[config.mk]
export PLATFORM = sky130hd
export DESIGN_NAME = sbc_cycle_ctl
export DESIGN_NICKNAME = d
export VERILOG_FILES = /design/src/pkg/sbc_pkg.sv /design/src/rtl/sbc_burst_ctr.sv /design/src/rtl/sbc_cycle_ctl.sv
export SDC_FILE = /design/constraint.sdc
export NUM_CORES = 1
export LEC_CHECK = 0
export ABC_AREA = 0
export BUFFER_PORTS_ARGS = -buffer_cell sky130_fd_sc_hd__buf_2
export CORE_AREA = 3 3 97 99
export DETAILED_ROUTE_END_ITERATION = 8
export DIE_AREA = 0 0 100 102
export HOLD_SLACK_MARGIN = 0.08
export PLACE_DENSITY = 0.95
export SLEW_MARGIN = 10
export SYNTH_ARGS = -nofsm -noshare
export SYNTH_HDL_FRONTEND = slang
export SYNTH_SLANG_ARGS = --single-unit
[constraint.sdc]
create_clock -name mclk -period 4.4 [get_ports mclk]
set_input_delay 0 -clock mclk [delete_from_list [all_inputs] [get_ports mclk]]
set_output_delay 0 -clock mclk [all_outputs]
set_load 0.01 [all_outputs]
[src/pkg/sbc_pkg.sv]
// Constants and cycle codes for the burst SRAM cycle-decode block.
// Assumes one clock, mclk, and a synchronous active-low reset.
package sbc_pkg;

	// ****************************************************************
	// Widths and layout
	// ****************************************************************
	localparam int SBC_ADDR_W = 21;
	localparam int SBC_LANES = 4;
	localparam int SBC_LANE_BITS = 8;
	localparam int SBC_DQ_W = 36;
	localparam int SBC_PAR_BASE = 32;
	localparam int SBC_BURST_W = 2;
	localparam int SBC_SYNC_STAGES = 3;

	// ****************************************************************
	// Reset values and fixed constants
	// ****************************************************************
	localparam logic [SBC_BURST_W-1:0] SBC_BURST_RST = 2'h0;
	localparam logic [SBC_BURST_W-1:0] SBC_BURST_ONE = 2'h1;
	localparam logic [SBC_LANES-1:0] SBC_LANES_NONE = 4'h0;
	localparam logic [SBC_LANES-1:0] SBC_LANES_ALL = 4'hF;
	localparam logic [SBC_SYNC_STAGES-1:0] SBC_SYNC_RST = 3'h0;

	// ****************************************************************
	// Cycle kinds decoded at each clock rise
	// ****************************************************************
	typedef enum logic [3:0] {
		SBC_CYC_IDLE = 4'b0000,
		SBC_CYC_DESEL = 4'b0001,
		SBC_CYC_BEGIN_RD = 4'b0010,
		SBC_CYC_BEGIN_WR = 4'b0011,
		SBC_CYC_CONT_RD = 4'b0100,
		SBC_CYC_CONT_WR = 4'b0101,
		SBC_CYC_SUSP_RD = 4'b0110,
		SBC_CYC_SUSP_WR = 4'b0111,
		SBC_CYC_SLEEP = 4'b1000
	} sbc_cyc_e;

endpackage

[src/rtl/sbc_burst_ctr.sv]
// Two-bit wrap-around burst counter with linear or interleaved order.
// Assumes load and step come from the cycle decoder on the same clock.
`timescale 1ns/1ps

module sbc_burst_ctr (
	input wire logic mclk,
	input wire logic rst_n,
	input wire logic load,
	input wire logic [sbc_pkg::SBC_BURST_W-1:0] load_val,
	input wire logic step,
	input wire logic interleave,
	output logic [sbc_pkg::SBC_BURST_W-1:0] next_low
);
	import sbc_pkg::*;

	typedef struct packed {
		logic [SBC_BURST_W-1:0] base;
		logic [SBC_BURST_W-1:0] count;
	} sbc_ctr_s;

	sbc_ctr_s st_ff;
	sbc_ctr_s nxt_st;
	logic [SBC_BURST_W-1:0] cnt_inc;

	// Interleaved order xors the step count into the start address,
	// linear order adds it and wraps inside the 2-bit field
	always_comb begin
		cnt_inc = st_ff.count + SBC_BURST_ONE;
		if (interleave) begin
			next_low = st_ff.base ^ cnt_inc;
		end else begin
			next_low = st_ff.base + cnt_inc;
		end
		nxt_st = st_ff;
		if (load) begin
			nxt_st.base = load_val;
			nxt_st.count = SBC_BURST_RST;
		end else if (step) begin
			nxt_st.count = cnt_inc;
		end
	end

	always_ff @(posedge mclk) begin
		if (!rst_n) begin
			st_ff <= '{base: SBC_BURST_RST, count: SBC_BURST_RST};
		end else begin
			st_ff <= nxt_st;
		end
	end

endmodule

[src/rtl/sbc_cycle_ctl.sv]
// Cycle decoder of a flow-through burst SRAM with common data pins.
// Assumes the controller drives the synchronous pins on mclk; sleep is
// asynchronous and output enable reaches the drivers without the clock.
`timescale 1ns/1ps

// Contract
// Deselect and float data on bad select or strobe combinations.
// While sleep is high, power down, ignore inputs, float data.
// Processor strobe with all selects begins a read, write inputs ignored.
// Controller never writes in the first processor-strobe cycle.
// Controller strobe with selects and write begins write, captures data.
// Controller strobe with selects and no write begins a read.
// No strobe and advance low steps to next burst address.
// Continued write stores at advanced address; selects ignored then.
// No strobe and advance high keeps address; reads or writes again.
// Write when global write low, or qualifier low with a lane low.
// Read when global write high and qualifier or all lanes high.
// Each selected lane alone is written, eight data plus parity bit.
// Output enable acts on drivers asynchronously, never clocked.
// Output enable is blocked during write cycles.
// Read drives all bits when enable low; floats if high or deselected.
// Controller raises output enable before a write starts.
// Global write overrides byte inputs and writes all lanes.
// Controller strobe is ignored when processor strobe is active.
// Burst address from 2-bit counter, interleaved or linear by order pin.
module sbc_cycle_ctl #(
	parameter int ADDR_W = sbc_pkg::SBC_ADDR_W
) (
	input wire logic mclk,
	input wire logic rst_n,
	input wire logic primary_select_n,
	input wire logic depth_select_hi,
	input wire logic depth_select_n,
	input wire logic sleep_request,
	input wire logic processor_strobe_n,
	input wire logic controller_strobe_n,
	input wire logic advance_n,
	input wire logic global_write_n,
	input wire logic byte_write_qualify_n,
	input wire logic [sbc_pkg::SBC_LANES-1:0] byte_lane_select_n,
	input wire logic burst_order,
	input wire logic [ADDR_W-1:0] addr,
	input wire logic output_enable_n,
	input wire logic [sbc_pkg::SBC_DQ_W-1:0] dq_in,
	input wire logic [sbc_pkg::SBC_DQ_W-1:0] mem_rdata,
	output logic [sbc_pkg::SBC_DQ_W-1:0] dq_out,
	output logic [sbc_pkg::SBC_DQ_W-1:0] dq_oe,
	output logic [ADDR_W-1:0] mem_addr,
	output logic mem_rd,
	output logic mem_wr,
	output logic [sbc_pkg::SBC_LANES-1:0] mem_lane_wr,
	output logic [sbc_pkg::SBC_DQ_W-1:0] mem_wdata,
	output sbc_pkg::sbc_cyc_e cycle_kind,
	output logic sleep_active
);
	import sbc_pkg::*;

	typedef struct packed {
		logic [SBC_SYNC_STAGES-1:0] slp;
		logic sleeping;
		logic active;
		logic rd_drive;
		logic rd;
		logic wr;
		logic [SBC_LANES-1:0] lanes;
		logic [ADDR_W-1:0] addr;
		logic [SBC_DQ_W-1:0] wdata;
		sbc_cyc_e cyc;
	} sbc_st_s;

	sbc_st_s st_ff;
	sbc_st_s nxt_st;

	logic sel_ok;
	logic proc_go;
	logic ctrl_go;
	logic write_act;
	logic [SBC_LANES-1:0] lane_en;
	logic ctr_load;
	logic ctr_step;
	logic [SBC_BURST_W-1:0] ctr_next;

	// ****************************************************************
	// Burst address counter
	// ****************************************************************
	sbc_burst_ctr u_burst_ctr (
		.mclk(mclk),
		.rst_n(rst_n),
		.load(ctr_load),
		.load_val(addr[SBC_BURST_W-1:0]),
		.step(ctr_step),
		.interleave(burst_order),
		.next_low(ctr_next)
	);

	// ****************************************************************
	// Cycle decode
	// ****************************************************************
	always_comb begin
		sel_ok = depth_select_hi & ~depth_select_n;
		// Processor strobe counts only with the primary select low
		proc_go = ~processor_strobe_n & ~primary_select_n;
		ctrl_go = ~controller_strobe_n & ~proc_go;
		write_act = ~global_write_n |
			(~byte_write_qualify_n & ~(&byte_lane_select_n));
		if (~global_write_n) begin
			lane_en = SBC_LANES_ALL;
		end else if (~byte_write_qualify_n) begin
			lane_en = ~byte_lane_select_n;
		end else begin
			lane_en = SBC_LANES_NONE;
		end
		ctr_load = 1'b0;
		ctr_step = 1'b0;
		nxt_st = st_ff;
		// Sleep must see both late stages agree before it changes state
		nxt_st.slp = {st_ff.slp[SBC_SYNC_STAGES-2:0], sleep_request};
		if (st_ff.slp[SBC_SYNC_STAGES-1] ==
			st_ff.slp[SBC_SYNC_STAGES-2]) begin
			nxt_st.sleeping = st_ff.slp[SBC_SYNC_STAGES-1];
		end
		nxt_st.rd = 1'b0;
		nxt_st.wr = 1'b0;
		nxt_st.lanes = SBC_LANES_NONE;
		if (st_ff.sleeping) begin
			// Pending bursts are dropped; the data pins stay floated
			nxt_st.cyc = SBC_CYC_SLEEP;
			nxt_st.rd_drive = 1'b0;
			nxt_st.active = 1'b0;
		end else if (proc_go) begin
			if (sel_ok) begin
				// Write inputs are ignored on this first cycle
				nxt_st.cyc = SBC_CYC_BEGIN_RD;
				nxt_st.addr = addr;
				nxt_st.rd = 1'b1;
				nxt_st.rd_drive = 1'b1;
				nxt_st.active = 1'b1;
				ctr_load = 1'b1;
			end else begin
				nxt_st.cyc = SBC_CYC_DESEL;
				nxt_st.rd_drive = 1'b0;
				nxt_st.active = 1'b0;
			end
		end else if (ctrl_go) begin
			if (sel_ok && ~primary_select_n) begin
				nxt_st.addr = addr;
				nxt_st.active = 1'b1;
				ctr_load = 1'b1;
				if (write_act) begin
					nxt_st.cyc = SBC_CYC_BEGIN_WR;
					nxt_st.wr = 1'b1;
					nxt_st.lanes = lane_en;
					nxt_st.wdata = dq_in;
					nxt_st.rd_drive = 1'b0;
				end else begin
					nxt_st.cyc = SBC_CYC_BEGIN_RD;
					nxt_st.rd = 1'b1;
					nxt_st.rd_drive = 1'b1;
				end
			end else begin
				nxt_st.cyc = SBC_CYC_DESEL;
				nxt_st.rd_drive = 1'b0;
				nxt_st.active = 1'b0;
			end
		end else if (st_ff.active) begin
			// Selects are not looked at while no strobe starts an access
			if (~advance_n) begin
				ctr_step = 1'b1;
				nxt_st.addr = {st_ff.addr[ADDR_W-1:SBC_BURST_W], ctr_next};
				nxt_st.cyc = write_act ? SBC_CYC_CONT_WR : SBC_CYC_CONT_RD;
			end else begin
				nxt_st.cyc = write_act ? SBC_CYC_SUSP_WR : SBC_CYC_SUSP_RD;
			end
			nxt_st.wr = write_act;
			nxt_st.rd = ~write_act;
			nxt_st.rd_drive = ~write_act;
			if (write_act) begin
				nxt_st.lanes = lane_en;
				nxt_st.wdata = dq_in;
			end
		end else begin
			nxt_st.cyc = SBC_CYC_IDLE;
			nxt_st.rd_drive = 1'b0;
		end
	end

	always_ff @(posedge mclk) begin
		if (!rst_n) begin
			st_ff <= '{slp: SBC_SYNC_RST, sleeping: 1'b0, active: 1'b0,
				rd_drive: 1'b0, rd: 1'b0, wr: 1'b0, lanes: SBC_LANES_NONE,
				addr: '0, wdata: '0, cyc: SBC_CYC_IDLE};
		end else begin
			st_ff <= nxt_st;
		end
	end

	// ****************************************************************
	// Outputs
	// ****************************************************************
	// Output enable bypasses the clock so the pins turn around at once;
	// read data flows through from the array for the same reason
	assign dq_oe = {SBC_DQ_W{st_ff.rd_drive & ~output_enable_n}};
	assign dq_out = mem_rdata;
	assign mem_addr = st_ff.addr;
	assign mem_rd = st_ff.rd;
	assign mem_wr = st_ff.wr;
	assign mem_lane_wr = st_ff.lanes;
	assign mem_wdata = st_ff.wdata;
	assign cycle_kind = st_ff.cyc;
	assign sleep_active = st_ff.sleeping;
endmodule

==> impl_metrics.tcl <==
set metrics [dict create \
    status "completed" \
    worst_path_dominant_cell_family "buffers and inverters" \
    min_from "controller_strobe_n" \
    final-instance-count-excl-fill 688 \
    groute.usage.overall_pct 20.7 \
    crit_path_end_kind "flip-flop" \
    sequential_to_total_area_share_from_yosys_stat_pct 38.7 \
    fin_nets 686 \
    final_min_period_over_clock_period_pct 45.3 \
    leakagePower_nw 2.47 \
    finalHoldViolCount 0 \
    number_of_cells_on_the_worst_reg_to_reg_path 4 \
    clockRootBuffer "clkbuf_8" \
    grt_antenna_before_repair 0 \
    mappedNetlistArea_um2 3940 \
    drt_wl_total_um 10900 \
    floorplan.io_pins 250 \
    postSynthRegisterBits 76 \
    vias_in_the_first_global_route 3437 \
    grtUsageMet3_pct 5.12 \
    fp.dieH_um 102 \
    final_antenna_net_count 0 \
    yosys-top-cells-area "dfxtp_1 (39%), buf_4 (26%), mux2i_1 (9.4%)" \
    detailedRoute.firstPassIterationCount 5 \
    wl_per_cell_um 15.8 \
    globalRouteMet1Util_pct 20.1 \
    yosys.area_share.simple_pct 12.7 \
    core_area_um2 8640 \
    max_stage_delay_ps 590 \
    power_per_cell_area_nw_per_um2 288 \
    layout_commonest_cell "buf_2" \
    rsz0062_at_grt "false" \
    worst_hold_path_class "in2reg" \
    drt-initial-drc-count 97 \
    hold_path_depth 3 \
    slew_viol_final 0 \
    timing.fmax_ghz 0.502 \
    layout.cells.most_common_list "buf_2 (177), dlygate4sd3_1 (108), dfxtp_1 (76)" \
    dominantRegCellSynth "dfxtp_1" \
    ys.warnings.count 0 \
    top_usage_layer "met2" \
    bufs_on_longest_clock_path 2 \
    synth_fa_ha_area_share_pct 0.318 \
    synth_cell_type_count 34 \
    slew_headroom_pct 40.1 \
    final-setup-viol-count 0 \
    dpl-instance-area_um2 3870 \
    overall_power_mw 1.48 \
    stdcell_area_um2 5150 \
    register_to_register_setup_slack_ps 2640 \
    hpwlAfterDp_um 6540 \
    worst_pin_slew_ps 894 \
    num_rows 34 \
    insertedDiodeCount 0 \
    crit_path_max_fanout 6 \
    gp_congestion 0.793 \
    pin_count_of_the_biggest_net_entering_global_routing 83 \
    synth_compound_gate_area_share_pct 8.84 \
    tritoncts.num_buffers 9 \
    clock-skew-final_ps 10.7 \
    ir_drop_mv 0.245 \
    hold_ws_ps 96.5 \
    numClockSinks 76 \
    synth_xor_xnor_area_share_pct 1.24 \
    synth_area_leader_cell "dfxtp_1" \
    cts_htree_levels 3 \
    cp_cell_sequence "dlygate4sd3_1, buf_2, nor3b_2, dlygate4sd3_1, nand2_1, dlygate4sd3_1, a21oi_1" \
    worst_skew_pair.late_latency_ps 340 \
    fin_setup_tns_ps 0 \
    fillCellCount 695 \
    crit-reg2reg-launch "st_ff[68]" \
    crit_top_cell "dlygate4sd3_1" \
    gr-total-overflow 0 \
    worstPathArrival_ps 2270 \
    post-route-drc-count 0 \
    final_layout_size_suffix_gt1_share_pct 35.2 \
    timing.critical_path.from_type "input port" \
    place.port_buffers 177 \
    global_route.usage.met2_pct 39.7 \
    initial_cell_density_of_the_core_pct 45.6 \
    clk_pin_slew_worst_paths_ps 90 \
    worstPathRequired_ps 4680 \
    synth_enable_flop_cells 0 \
    cts_hold_buffers 108 \
    global_route_wire_length_before_repair_um 16700 \
    postSynthNetCount 540 \
    post-cts-setup-buffers 0 \
    cell_count_after_synthesis 429 \
    area_growth_syn_to_layout_pct 30.9 \
    die_width_um 100 \
    place.detailed.instances 564 \
    critical_path.reg2reg.endpoint "mem_wdata[17]" \
    route.detailed.vias_per_inst 4.82 \
    max_cap_violations 0 \
    synth_mux_area_share_pct 9.41 \
    netlist.area_leader.share_pct 38.7 \
    crit_path_top_delay_cell "dlygate4sd3_1" \
    tritoncts "built" \
    routed-via-count 3315 \
    dominant_combinational_cell_family_by_area_after_synthesis "buffers and inverters" \
    mean_syn_cell_area_um2 9.18 \
    crit_type "in2reg" \
    min_delay_worst_endpoint "cycle_kind[0]" \
    final_period_minus_worst_setup_slack_ps 1990 \
    design.die.area_um2 10200 \
    critical_path_buf_inv_count 4 \
    async_reset_ff_share_pct 0 \
    cts-resized-gates 0 \
]
-- metal layers --
layer / wire (um) / vias to the layer above / part of all wire, %
met1: 3670 / 1517 / 34
met3: 851 / 43 / 7.8
met2: 5880 / 194 / 54
met4: 483 / 0 / 4.4
met5: 0 / - / 0
li1: - / 1561 / -
-- sequential cells by signal, indices dropped and copies added (netlist names) --
| signal | count |
|---|---|
| mem_wdata | 36 |
| cycle_kind | 4 |
| nxt_st | 2 |
| u_burst_ctr.st_ff | 4 |
| mem_lane_wr | 4 |
| sleep_active | 1 |
| mem_wr | 1 |
| mem_addr | 21 |
| st_ff | 3 |
-- cell families after synthesis --
| group | count (synthesis) |
|---|---|
| buf+inv | 155 |
| simple gates | 110 |
| flops | 76 |
| compound gates | 46 |
| mux | 37 |
| xor+xnor | 4 |
| fa+ha+maj | 1 |
-- cell usage after synthesis (3+ instances only) --
cell	n
buf_4	137
dfxtp_1	76
nand2_1	75
mux2i_1	37
a22o_1	21
clkbuf_1	12
nor2_1	11
and2_1	8
a21oi_1	5
buf_6	5
nor2b_1	5
o21ai_0	5
o21a_1	4
xnor2_1	3
-- worst register-to-register path, delay by kind of cell, from the launching register on --
kind            cells  cell delay, ps
buf+inv             1             500
compound gates      2             480
flops               1             360
mux                 1             340
-- power by group --
part           leakage (nW)  switching, mW  internal (mW)  total (mW)
Combinational          1.76          0.103          0.128       0.231
Clock                0.0983          0.262          0.276       0.539
Sequential            0.616        0.00872          0.704       0.713
-- cell type report --
class	count	area, um^2	area share, %
clock buffer	10	138	2.67
clock inverter	6	63.8	1.24
inverter	1	3.75	0.0729
multi-input combinational	198	1290	25.1
sequential	76	1520	29.5
tap	108	135	2.62
timing repair buffer	289	2000	38.8
-- through the flow --
step,utilization (%),setup slack [ps]
finish,59.7,2410
global route,59.7,2340
CTS,59.7,2440
detailed placement,44.8,2590
global placement,44.8,2680
floorplan,-,2400
-- how the worst max path moves through the flow --
stage	start	end	slack, ps	cells past startpoint
floorplan	st_ff[67]	dq_oe[10]	2400	2
global placement	rst_n	mem_addr[8]	2680	4
detailed placement	rst_n	mem_addr[9]	2590	4
CTS	primary_select_n	st_ff[68]	2440	7
global route	primary_select_n	st_ff[68]	2340	7
finish	primary_select_n	st_ff[68]	2410	7
(Power assumes the default switching activity.)
